### config.mk
export PLATFORM = sky130hd
export DESIGN_NAME = kmw_wake_top
export DESIGN_NICKNAME = d
export VERILOG_FILES = /design/src/logic/kmw_pkg.sv /design/src/logic/kmw_ps2_rx.sv /design/src/logic/kmw_wake_top.sv
export VERILOG_INCLUDE_DIRS = /design/src /design/src/logic
export SDC_FILE = /design/constraint.sdc
export NUM_CORES = 1
export LEC_CHECK = 0
export ABC_CLOCK_PERIOD_IN_PS = 2600
export CORE_ASPECT_RATIO = 0.7
export CORE_MARGIN = 3
export CORE_UTILIZATION = 55
export DETAILED_ROUTE_END_ITERATION = 8
export DONT_BUFFER_PORTS = 1
export GPL_TIMING_DRIVEN = 1
export PLACE_DENSITY_LB_ADDON = 0.15
export SLEW_MARGIN = 10
export SYNTH_ARGS = -nofsm -noshare
export SYNTH_HDL_FRONTEND = slang
export SYNTH_HIERARCHICAL = 1
export SYNTH_SLANG_ARGS = --single-unit
### constraint.sdc
create_clock -name i_clk -period 2.6 [get_ports i_clk]
set_input_delay 0.13 -clock i_clk [delete_from_list [all_inputs] [get_ports i_clk]]
set_output_delay 0.13 -clock i_clk [all_outputs]
set_load 0.05 [all_outputs]
### src/logic/kmw_params.svh
// Register offsets, reset values, field positions and timing counts of the wake detector.
`ifndef KMW_PARAMS_SVH
`define KMW_PARAMS_SVH

// Register indices; the byte address is four times the index, plus the bank base.
`define KMW_IDX_WAKE_CONFIG  6'h13
`define KMW_IDX_WAKE_STATUS  6'h14
`define KMW_IDX_KBD_SHIFT    6'h16
`define KMW_IDX_MOUSE_SHIFT  6'h17
`define KMW_IDX_KEY_FIRST    6'h18
`define KMW_IDX_KEY_LAST     6'h1F
`define KMW_IDX_GP_NOMAIN    6'h1A
`define KMW_IDX_MISC_PB      6'h1B
`define KMW_IDX_GP_PB        6'h1C
// Address bit that selects the second register bank.
`define KMW_BANK_BIT         8

// Reset values.
`define KMW_RST_GP_NOMAIN    8'hFF
`define KMW_RST_MISC_PB      8'h00
`define KMW_RST_GP_PB        8'h00
`define KMW_RST_WAKE_CONFIG  8'h00
`define KMW_RST_KEY          8'h00

// Field positions of the wake configuration, misc routing and status registers.
`define KMW_KCFG_MSB         3
`define KMW_KCFG_LSB         0
`define KMW_MCFG_MSB         6
`define KMW_MCFG_LSB         4
`define KMW_PAR_DIS_BIT      7
`define KMW_MISC_USED_MSB    4
`define KMW_STAT_KBD_BIT     0
`define KMW_STAT_MOUSE_BIT   1

// Keyboard codes, configuration offsets and the mouse sync bit.
`define KMW_PWD_OFFSET       4'h7
`define KMW_RAW_OFFSET       4'h1
`define KMW_CODE_BREAK       8'hF0
`define KMW_CODE_EXTEND      8'hE0
`define KMW_MOUSE_SYNC_BIT   3

// Timing.
`define KMW_CLK_MHZ          100
`define KMW_IDLE_US          100
`define KMW_IDLE_CYC         (`KMW_IDLE_US * `KMW_CLK_MHZ)
`define KMW_DBL_MS           500
`define KMW_DBL_CYC          (`KMW_DBL_MS * 1000 * `KMW_CLK_MHZ)

`endif

### src/logic/kmw_pkg.sv
// Types shared by the keyboard and mouse wake detector.
package kmw_pkg;

  // Receiver states, one-hot.
  typedef enum logic [2:0] {
    KMW_RX_IDLE = 3'b001,
    KMW_RX_DATA = 3'b010,
    KMW_RX_STOP = 3'b100
  } kmw_rx_state_t;

  // Mouse wake behaviours.
  typedef enum logic [2:0] {
    KMW_M_OFF       = 3'b000,
    KMW_M_ANY       = 3'b001,
    KMW_M_LEFT      = 3'b010,
    KMW_M_LEFT_DBL  = 3'b011,
    KMW_M_RIGHT     = 3'b100,
    KMW_M_RIGHT_DBL = 3'b101,
    KMW_M_ANY_DBL_A = 3'b110,
    KMW_M_ANY_DBL_B = 3'b111
  } kmw_mouse_mode_t;

  // A received byte with its strobe.
  typedef struct packed {
    logic       valid;
    logic [7:0] data;
  } kmw_byte_t;

  // Raw events routed to the power-button pulse generator.
  typedef struct packed {
    logic cir;
    logic mouse;
    logic keyboard_event;
    logic ring2;
    logic ring1;
  } kmw_raw_ev_t;

endpackage

### src/logic/kmw_ps2_rx.sv
// Snooping receiver for one serial keyboard or mouse line.
`timescale 1ns/100ps
`include "kmw_params.svh"
module kmw_ps2_rx import kmw_pkg::*; #(
  parameter int IDLE_CYC = `KMW_IDLE_CYC
) (
  input  wire logic i_clk,
  input  wire logic i_rst,
  input  wire logic i_enable,
  input  wire logic i_parity_dis,
  input  wire logic i_link_clk,
  input  wire logic i_link_data,
  output kmw_byte_t o_byte
);
  logic          clk_s1_r, clk_s2_r, clk_prev_r, dat_s1_r, dat_s2_r;
  logic          fall;
  kmw_rx_state_t state_r;
  logic [3:0]    cnt_r;
  logic [8:0]    sh_r;
  logic [13:0]   idle_r;

  // Two-stage synchronisers; only the second stage feeds logic.
  always_ff @(posedge i_clk) begin
    clk_s1_r   <= i_link_clk;
    clk_s2_r   <= clk_s1_r;
    clk_prev_r <= clk_s2_r;
    dat_s1_r   <= i_link_data;
    dat_s2_r   <= dat_s1_r;
  end

  // Data is valid at the falling edge of the link clock.
  assign fall = clk_prev_r & ~clk_s2_r;

  // Frame state machine: start, eight data bits, odd parity, stop.
  always_ff @(posedge i_clk) begin
    o_byte.valid <= 1'b0;
    if (i_rst || !i_enable) begin
      state_r     <= KMW_RX_IDLE;
      cnt_r       <= 4'h0;
      sh_r        <= 9'h000;
      idle_r      <= 14'h0000;
      o_byte.data <= 8'h00;
    end else begin
      idle_r <= fall ? 14'h0000 : idle_r + 14'h0001;
      case (state_r)
        KMW_RX_IDLE: begin
          if (fall && !dat_s2_r) begin
            state_r <= KMW_RX_DATA;
            cnt_r   <= 4'h0;
          end
        end
        KMW_RX_DATA: begin
          if (fall) begin
            sh_r  <= {dat_s2_r, sh_r[8:1]};
            cnt_r <= cnt_r + 4'h1;
            if (cnt_r == 4'h8) begin
              state_r <= KMW_RX_STOP;
            end
          end
        end
        KMW_RX_STOP: begin
          if (fall) begin
            state_r <= KMW_RX_IDLE;
            if (dat_s2_r && ((^sh_r) || i_parity_dis)) begin
              o_byte.valid <= 1'b1;
              o_byte.data  <= sh_r[7:0];
            end
          end
        end
        default: state_r <= KMW_RX_IDLE;
      endcase
      // A frame that stalls is abandoned so the next start bit resynchronises.
      if (state_r != KMW_RX_IDLE && !fall && idle_r == 14'(IDLE_CYC - 1)) begin
        state_r <= KMW_RX_IDLE;
      end
    end
  end
endmodule

### src/logic/kmw_wake_top.sv
// Keyboard and mouse wake detection with wake event routing masks on APB.
//
// Contract
// - No-main-power mask resets to all ones.
// - Without main power, gate inputs by mask.
// - Route misc events to power button if enabled.
// - Route general inputs to power button if enabled.
// - Keyboard and mouse detectors work independently.
// - Detectors snoop lines, need no controller.
// - Any key, password, or raw sequence.
// - Zero key register matches any byte.
// - Password mode drops make and break prefixes.
// - Raw mode compares every received byte.
// - Mouse wakes on movement, clicks, double-clicks.
// - Mouse config decode, three-bit field.
// - Keyboard config zero disables detection.
//
// Implementation choice: the APB interface to the registers.
`timescale 1ns/100ps
`include "kmw_params.svh"
module kmw_wake_top import kmw_pkg::*; #(
  parameter int IDLE_CYC = `KMW_IDLE_CYC,
  parameter int DBL_CYC  = `KMW_DBL_CYC
) (
  input  wire logic        i_clk,
  input  wire logic        i_rst,
  input  wire logic        i_psel,
  input  wire logic        i_penable,
  input  wire logic        i_pwrite,
  input  wire logic [11:0] i_paddr,
  input  wire logic [31:0] i_pwdata,
  output logic      [31:0] o_prdata,
  output logic             o_pready,
  output logic             o_pslverr,
  input  wire logic        i_main_power_ok,
  input  wire logic [7:0]  i_gp_event_in,
  input  wire logic        i_consumer_infrared_event,
  input  wire logic        i_ring_one_event,
  input  wire logic        i_ring_two_event,
  input  wire logic        i_kbd_link_clk,
  input  wire logic        i_kbd_link_data,
  input  wire logic        i_mouse_link_clk,
  input  wire logic        i_mouse_link_data,
  output logic      [7:0]  o_gp_event_detect,
  output logic      [7:0]  o_pwrbtn_gp,
  output kmw_raw_ev_t      o_pwrbtn_misc,
  output logic             o_keyboard_event,
  output logic             o_mouse_event
);
  logic [7:0]      gp_nomain_r, misc_pb_r, gp_pb_r, wake_config_r;
  logic [7:0]      key_match_regs [0:7];
  logic [7:0]      kbd_shift_r, mouse_shift_r;
  logic [1:0]      status_r;
  logic [31:0]     prdata_r, rd_data;
  logic            err_r, rd_ok;
  logic [7:0]      gp_s1_r, gp_s2_r;
  logic [3:0]      misc_s1_r, misc_s2_r;
  logic            main_ok_s, cir_s, ring1_s, ring2_s;
  logic            setup, wr_en, bank2;
  logic [5:0]      idx;
  kmw_byte_t       kbyte, mbyte;
  logic [3:0]      kcfg, klen;
  logic            kbd_en, pwd_mode, skip_r, kdrop, khit, krestart, klast;
  logic [2:0]      pos_r;
  logic            kbd_evt_r;
  kmw_mouse_mode_t mmode;
  logic            m_en, pkt_done_r, moved_r, armed_r, mouse_evt_r;
  logic [1:0]      midx_r;
  logic [2:0]      btn_new_r, btn_prev_r, sel, press;
  logic [25:0]     dbl_tmr_r;
  kmw_raw_ev_t     raw_ev;

  // Pin inputs pass two flip-flops before use.
  always_ff @(posedge i_clk) begin
    gp_s1_r   <= i_gp_event_in;
    gp_s2_r   <= gp_s1_r;
    misc_s1_r <= {i_main_power_ok, i_consumer_infrared_event, i_ring_two_event,
                  i_ring_one_event};
    misc_s2_r <= misc_s1_r;
  end
  assign {main_ok_s, cir_s, ring2_s, ring1_s} = misc_s2_r;

  // Address decode; the bus answers with no wait states.
  assign setup    = i_psel & ~i_penable;
  assign wr_en    = i_psel & i_penable & i_pwrite & ~err_r;
  assign bank2    = i_paddr[`KMW_BANK_BIT];
  assign idx      = i_paddr[7:2];
  assign o_pready = 1'b1;

  // Read multiplexer and map check for the word in setup.
  always_comb begin
    rd_data = 32'h0000_0000;
    rd_ok   = 1'b1;
    if (i_paddr[11:9] != 3'h0 || i_paddr[1:0] != 2'h0) begin
      rd_ok = 1'b0;
    end else if (bank2) begin
      case (idx)
        `KMW_IDX_GP_NOMAIN: rd_data[7:0] = gp_nomain_r;
        `KMW_IDX_MISC_PB:   rd_data[7:0] = misc_pb_r;
        `KMW_IDX_GP_PB:     rd_data[7:0] = gp_pb_r;
        default:            rd_ok = 1'b0;
      endcase
    end else if (idx >= `KMW_IDX_KEY_FIRST && idx <= `KMW_IDX_KEY_LAST) begin
      rd_data[7:0] = key_match_regs[idx[2:0]];
    end else begin
      case (idx)
        `KMW_IDX_WAKE_CONFIG: rd_data[7:0] = wake_config_r;
        `KMW_IDX_WAKE_STATUS: rd_data[1:0] = status_r;
        `KMW_IDX_KBD_SHIFT:   rd_data[7:0] = kbd_shift_r;
        `KMW_IDX_MOUSE_SHIFT: rd_data[7:0] = mouse_shift_r;
        default:              rd_ok = 1'b0;
      endcase
    end
  end

  // Read data and error are captured in setup and presented in access.
  always_ff @(posedge i_clk) begin
    if (i_rst) begin
      prdata_r <= 32'h0000_0000;
      err_r    <= 1'b0;
    end else if (setup) begin
      prdata_r <= i_pwrite ? 32'h0000_0000 : rd_data;
      err_r    <= ~rd_ok;
    end
  end
  assign o_prdata  = prdata_r;
  assign o_pslverr = i_psel & i_penable & err_r;

  // Routing masks and wake configuration.
  always_ff @(posedge i_clk) begin
    if (i_rst) begin
      gp_nomain_r   <= `KMW_RST_GP_NOMAIN;
      misc_pb_r     <= `KMW_RST_MISC_PB;
      gp_pb_r       <= `KMW_RST_GP_PB;
      wake_config_r <= `KMW_RST_WAKE_CONFIG;
    end else if (wr_en) begin
      if (bank2 && idx == `KMW_IDX_GP_NOMAIN) gp_nomain_r <= i_pwdata[7:0];
      if (bank2 && idx == `KMW_IDX_MISC_PB) misc_pb_r <= {3'b000, i_pwdata[4:0]};
      if (bank2 && idx == `KMW_IDX_GP_PB) gp_pb_r <= i_pwdata[7:0];
      if (!bank2 && idx == `KMW_IDX_WAKE_CONFIG) wake_config_r <= i_pwdata[7:0];
    end
  end

  // Key match registers, one per sequence position.
  genvar gk;
  generate
    for (gk = 0; gk < 8; gk++) begin : g_key
      always_ff @(posedge i_clk) begin
        if (i_rst) begin
          key_match_regs[gk] <= `KMW_RST_KEY;
        end else if (wr_en && !bank2 && idx == (`KMW_IDX_KEY_FIRST + 6'(gk))) begin
          key_match_regs[gk] <= i_pwdata[7:0];
        end
      end
    end
  endgenerate

  // Wake status bits; a new wake event wins over a write-one clear.
  always_ff @(posedge i_clk) begin
    if (i_rst) begin
      status_r <= 2'b00;
    end else begin
      status_r <= (status_r & ~((wr_en && !bank2 && idx == `KMW_IDX_WAKE_STATUS)
                  ? i_pwdata[1:0] : 2'b00)) | {mouse_evt_r, kbd_evt_r};
    end
  end

  // Independent snooping receivers for the two lines.
  kmw_ps2_rx #(.IDLE_CYC(IDLE_CYC)) u_kbd_rx (
    .i_clk        (i_clk),
    .i_rst        (i_rst),
    .i_enable     (kbd_en),
    .i_parity_dis (wake_config_r[`KMW_PAR_DIS_BIT]),
    .i_link_clk   (i_kbd_link_clk),
    .i_link_data  (i_kbd_link_data),
    .o_byte       (kbyte)
  );
  kmw_ps2_rx #(.IDLE_CYC(IDLE_CYC)) u_mouse_rx (
    .i_clk        (i_clk),
    .i_rst        (i_rst),
    .i_enable     (m_en),
    .i_parity_dis (wake_config_r[`KMW_PAR_DIS_BIT]),
    .i_link_clk   (i_mouse_link_clk),
    .i_link_data  (i_mouse_link_data),
    .o_byte       (mbyte)
  );

  // Keyboard mode and sequence length decode.
  assign kcfg     = wake_config_r[`KMW_KCFG_MSB:`KMW_KCFG_LSB];
  assign kbd_en   = kcfg != 4'h0;
  assign pwd_mode = kcfg[3];
  assign klen     = pwd_mode ? kcfg - `KMW_PWD_OFFSET : kcfg + `KMW_RAW_OFFSET;
  assign kdrop    = pwd_mode && (kbyte.data == `KMW_CODE_EXTEND
                    || kbyte.data == `KMW_CODE_BREAK || skip_r);
  assign khit     = key_match_regs[pos_r] == 8'h00
                    || key_match_regs[pos_r] == kbyte.data;
  assign krestart = key_match_regs[0] == 8'h00 || key_match_regs[0] == kbyte.data;
  assign klast    = ({1'b0, pos_r} + 4'h1) == klen;

  // Keyboard sequence matcher.
  always_ff @(posedge i_clk) begin
    kbd_evt_r <= 1'b0;
    if (i_rst || !kbd_en) begin
      pos_r  <= 3'h0;
      skip_r <= 1'b0;
    end else if (kbyte.valid) begin
      if (pwd_mode && kbyte.data == `KMW_CODE_BREAK) begin
        skip_r <= 1'b1;
      end else if (pwd_mode && skip_r && kbyte.data != `KMW_CODE_EXTEND) begin
        skip_r <= 1'b0;
      end
      if (!kdrop) begin
        if (khit && klast) begin
          kbd_evt_r <= 1'b1;
          pos_r     <= 3'h0;
        end else if (khit) begin
          pos_r <= pos_r + 3'h1;
        end else begin
          pos_r <= krestart ? 3'h1 : 3'h0;
        end
      end
    end
  end

  // Keyboard and mouse shift registers show the last byte while enabled.
  always_ff @(posedge i_clk) begin
    if (i_rst) begin
      kbd_shift_r   <= 8'h00;
      mouse_shift_r <= 8'h00;
    end else begin
      if (kbyte.valid && kbd_en) kbd_shift_r <= kbyte.data;
      if (mbyte.valid && m_en) mouse_shift_r <= mbyte.data;
    end
  end

  // Mouse packet assembly: buttons, then two movement bytes.
  assign mmode = kmw_mouse_mode_t'(wake_config_r[`KMW_MCFG_MSB:`KMW_MCFG_LSB]);
  assign m_en  = mmode != KMW_M_OFF;
  always_ff @(posedge i_clk) begin
    pkt_done_r <= 1'b0;
    if (i_rst || !m_en) begin
      midx_r    <= 2'h0;
      btn_new_r <= 3'h0;
      moved_r   <= 1'b0;
    end else if (mbyte.valid) begin
      case (midx_r)
        2'h0: begin
          if (mbyte.data[`KMW_MOUSE_SYNC_BIT]) begin
            btn_new_r <= mbyte.data[2:0];
            moved_r   <= 1'b0;
            midx_r    <= 2'h1;
          end
        end
        2'h1: begin
          moved_r <= mbyte.data != 8'h00;
          midx_r  <= 2'h2;
        end
        default: begin
          moved_r    <= moved_r | (mbyte.data != 8'h00);
          pkt_done_r <= 1'b1;
          midx_r     <= 2'h0;
        end
      endcase
    end
  end

  // Button selection per mouse mode.
  always_comb begin
    case (mmode)
      KMW_M_LEFT, KMW_M_LEFT_DBL:   sel = 3'b001;
      KMW_M_RIGHT, KMW_M_RIGHT_DBL: sel = 3'b010;
      KMW_M_OFF:                    sel = 3'b000;
      default:                      sel = 3'b111;
    endcase
  end
  assign press = btn_new_r & ~btn_prev_r & sel;

  // Mouse wake decision with the double-click window.
  always_ff @(posedge i_clk) begin
    mouse_evt_r <= 1'b0;
    if (i_rst || !m_en) begin
      btn_prev_r <= 3'h0;
      armed_r    <= 1'b0;
      dbl_tmr_r  <= 26'h0000000;
    end else begin
      if (armed_r) begin
        dbl_tmr_r <= dbl_tmr_r - 26'h0000001;
        if (dbl_tmr_r == 26'h0000001) armed_r <= 1'b0;
      end
      if (pkt_done_r) begin
        btn_prev_r <= btn_new_r;
        case (mmode)
          KMW_M_ANY: mouse_evt_r <= moved_r || (btn_new_r != 3'h0);
          KMW_M_LEFT, KMW_M_RIGHT: mouse_evt_r <= press != 3'h0;
          default: begin
            if (press != 3'h0 && armed_r) begin
              mouse_evt_r <= 1'b1;
              armed_r     <= 1'b0;
            end else if (press != 3'h0) begin
              armed_r   <= 1'b1;
              dbl_tmr_r <= 26'(DBL_CYC);
            end
          end
        endcase
      end
    end
  end

  // Routing of raw events to detectors and the power-button generator.
  assign raw_ev = '{cir: cir_s, mouse: mouse_evt_r, keyboard_event: kbd_evt_r,
                    ring2: ring2_s, ring1: ring1_s};
  always_ff @(posedge i_clk) begin
    if (i_rst) begin
      o_gp_event_detect <= 8'h00;
      o_pwrbtn_gp       <= 8'h00;
      o_pwrbtn_misc     <= '0;
    end else begin
      o_gp_event_detect <= main_ok_s ? 8'h00 : (gp_s2_r & gp_nomain_r);
      o_pwrbtn_gp       <= gp_s2_r & gp_pb_r;
      o_pwrbtn_misc     <= raw_ev & misc_pb_r[`KMW_MISC_USED_MSB:0];
    end
  end
  assign o_keyboard_event = kbd_evt_r;
  assign o_mouse_event    = mouse_evt_r;
endmodule

==> key figures <==
Yosys
  • Syn avg cell area: 9.96 sq um
  • Synth cell count leaders: 235 x dfxtp_1, 123 x nor2_1, 108 x nand2_1
  • Most common cell in the netlist: dfxtp_1
  • Synth cell types: 69
  • Top cells by area, synth: dfxtp_1 35%, edfxtp_1 14%, a21oi_1 3.8%
  • Synth Instances: 1341
  • Leading area contributor after synthesis: dfxtp_1
  • FF+latch count, synth: 299
  • Post-synth EDFFs: 64
  • Netlist Area Pre-Place: between 10000 and 15000 sq um
  • Register area share after synthesis: 0.496
  • Top-area cell type share of the netlist area: 0.352
  • Async set-or-reset flop fraction in the synthesized netlist: 0
  • Predominant post-synthesis flop cell: dfxtp_1
  • Synth Warn #: 6

Critical path
  • Worst path bufs/invs: 1
  • CP required: ~3000 ps
  • CP max stage delay: 540 ps
  • Critical path depth: 7
  • R2r worst-path depth: 7
  • Setup CP Type: flip-flop to flip-flop
  • CP max FO: 7
  • Critical path capture point type: flip-flop
  • Crit path max-delay cell type: or4b_4
  • Crit path DAT: 2970 ps
  • Critical Path Start Type: flip-flop
  • CP delay by family, top: multiplexers
  • CP Cell Sequence: buf_12, mux4_2, mux2i_4, xor2_1, o211ai_1, or4b_4, a2111oi_4

CTS
  • Clock-pin transition on the worst setup and hold timing paths: 70 ps
  • Clk root buf: clkbuf_16
  • H-tree depth: 1
  • CTS buffer count: 29
  • Clk buf depth: 3
  • CTS tree: built
  • Clock sink count: between 200 and 300
  • Clock latency on the worst-skew pair: 550 ps

Drt
  • Avg WL per Cell: 19.2 um
  • DRT antenna net count: 0
  • Routed Wire Length: between 30 and 40 mm
  • Post-DR vias/cell: ~5.8
  • DR vias: 10000
  • Initial DRC Count: between 900 and 1000
  • DRC viols: 0
  • Detailed Routing Iterations Pass 1: 5

GRT
  • Initial antenna violation count: 2
  • Remaining Overflow, GRT: 0
  • Global route hottest layer: met1
  • Met1 Usage GRT: 0.396
  • Grt met3 use: 0.0521
  • First-pass GRT wire length: 51.5 mm
  • Tot GR Track Use: 0.248
  • GR Layer Usage met2: 0.347
  • Pin count of the biggest net entering global routing: 82
  • Vias in the first global route: around 9200

Min path
  • Hold path depth: 3
  • Hold WC Path Type: primary input to flip-flop

Die
  • Die ar.: about 26000 sq um
  • Die Ht: 136 um
  • Die Span X: 192 um
  • FP Rows: 47
  • Starting Density: 0.562
  • IO Count: roughly 120
  • Core area: between 20000 and 25000 sq um

Power
  • Net Sw Frac: 0.218
  • Pwr/cell area: 627 nW/um^2
  • Clk pwr share: 0.442
  • Final Power: 9430 uW
  • Comb pwr share: 0.043
  • Leakage: 0.00533 uW
  • Internal power: approximately 7400 uW
  • Worst IR Drop VDD: 443 uV
  • Switching power: slightly above 2000 uW
  • Sequential Power Share: 0.516

Place
  • I/O Buffers: 0
  • DP HPWL: 22.6 mm
  • Dpl cells: between 1500 and 2000
  • RD Place Congestion: between 0.9 and 1

STA
  • RSZ-0062 raised after global routing: true
  • Tmin final: roughly 2500 ps
  • Final setup fails: 0
  • Crit share post-route: 0.974
  • Final hold violation count: 0
  • Slew margin rel.: 0.497
  • Clock skew: between 15 and 20 ps
  • Worst Max-Slew Pin Slew: 755 ps
  • Final Slew Violations: 0
  • Max Clk Rate: between 300 and 400 MHz

Finish
  • Share of cells above drive strength 1: 0.0991
  • Nets@finish: ~1500
  • Post-Layout Cell Count: 1721
  • # diodes: 0
  • Fillcell total: ~2000
  • Area grow syn2layout: 12.7%
  • Final core occ: 0.633

Outcome
  • Outcome: finished clean

Flow run
  • Max Cap Viol: 0
## cell families (layout without fill, tap and decap cells)
kind of cell             Yosys count  in the layout  synth area share
AND/OR/NAND/NOR                  543            543             0.212
adder cells (fa/ha/maj)           11             11            0.0103
other                              2             25          0.000562
flip-flops                       299            299             0.496
XOR/XNOR                          77             77            0.0548
multiplexers                      76             76            0.0832
buffers and inverters            110            149            0.0404
AO/OA/AOI/OAI                    223            223             0.103
## state kept, by name, indices dropped and copies added, names as in the netlist, 4 cells and up, named ones only
register and flops:
key_match_regs 64, dbl_tmr_r 26, u_kbd_rx/idle_r 14, u_mouse_rx/idle_r 14, u_kbd_rx/o_byte 9, u_kbd_rx/sh_r 9, u_mouse_rx/o_byte 9, u_mouse_rx/sh_r 9
gp_nomain_r 8, gp_pb_r 8, gp_s1_r 8, gp_s2_r 8, kbd_shift_r 8, mouse_shift_r 8, o_gp_event_detect 8, o_prdata 8
o_pwrbtn_gp 8, wake_config_r 8, misc_pb_r 5, o_pwrbtn_misc 5, misc_s1_r 4, misc_s2_r 4, u_kbd_rx/cnt_r 4, u_mouse_rx/cnt_r 4
## cell type report
type,count,area [sq um],area share
inverter,20,75.1,0.00499
timing repair buffer,78,716,0.0476
tap,318,398,0.0264
multi-input combinational,955,6280,0.418
clock buffer,42,845,0.0561
sequential,299,6630,0.441
clock inverter,9,98.8,0.00657
## timing repair
action / in CTS / in global routing
hold endpoints to repair: 216 / 0
buffers inserted: 0 / 5
setup endpoints to repair: 0 / 7
gates resized for setup: 0 / 5
hold buffers: 33 / 0
## cells in the final DEF, fill, tap and decap left out, types with 13 or more instances in the layout
cell	count
a21oi_1	102
a22oi_1	16
and2_1	70
and3_1	32
buf_4	43
clkbuf_16	30
conb_1	25
dfxtp_1	233
dlygate4sd3_1	32
edfxtp_1	64
inv_1	19
mux2i_1	45
mux4_2	22
nand2_1	108
nand2b_1	15
nand3_1	78
nor2_1	123
nor3_1	24
nor4_1	14
o21ai_0	24
o21ai_1	17
or3_1	13
xnor2_1	41
xor2_1	32
## metrics by stage
| stage | hold WS, ps | area (sq um) | setup WS (ps) | TNS [ps] |
|---|---|---|---|---|
| floorplan | 158 | 13400 | 271 | 0 |
| global placement | 158 | 13700 | 110 | 0 |
| detailed placement | 158 | 13700 | 54.6 | 0 |
| CTS | 0.496 | 15000 | 20.2 | 0 |
| global route | 21.9 | 15000 | -9.28 | -17.6 |
| finish | 14.8 | 15000 | 67.4 | 0 |
## power by group through the flow
| stage | Clock (uW) | Combinational, uW | Sequential (uW) |
|---|---|---|---|
| floorplan | 0 | 308 | 4940 |
| detailed placement | 0 | 296 | 4970 |
| global placement | 0 | 294 | 4960 |
| CTS | 4230 | 393 | 4860 |
| global route | 4450 | 425 | 4870 |
| finish | 4170 | 402 | 4860 |
## worst min-delay path, stage by stage
cell      delay, ps
or4_1            80
nor3_1           50
a221oi_1        230
## final timing paths
kind | to | slack (ps) | startpoint
worst max-delay path | o_keyboard_event | 70 | flip-flop
worst min-delay path | err_r | 10 | i_paddr[1]
worst max register to register | o_keyboard_event | 70 | flip-flop
worst min register to register | gp_s2_r[4] | 320 | gp_s1_r[4]
## layer usage
layer	wire length, um	up-vias
met5	15	-
met4	599	2
met3	2700	46
met2	13500	346
met1	16200	4815
li1	-	4822
Power figures use the tool's default switching activity.
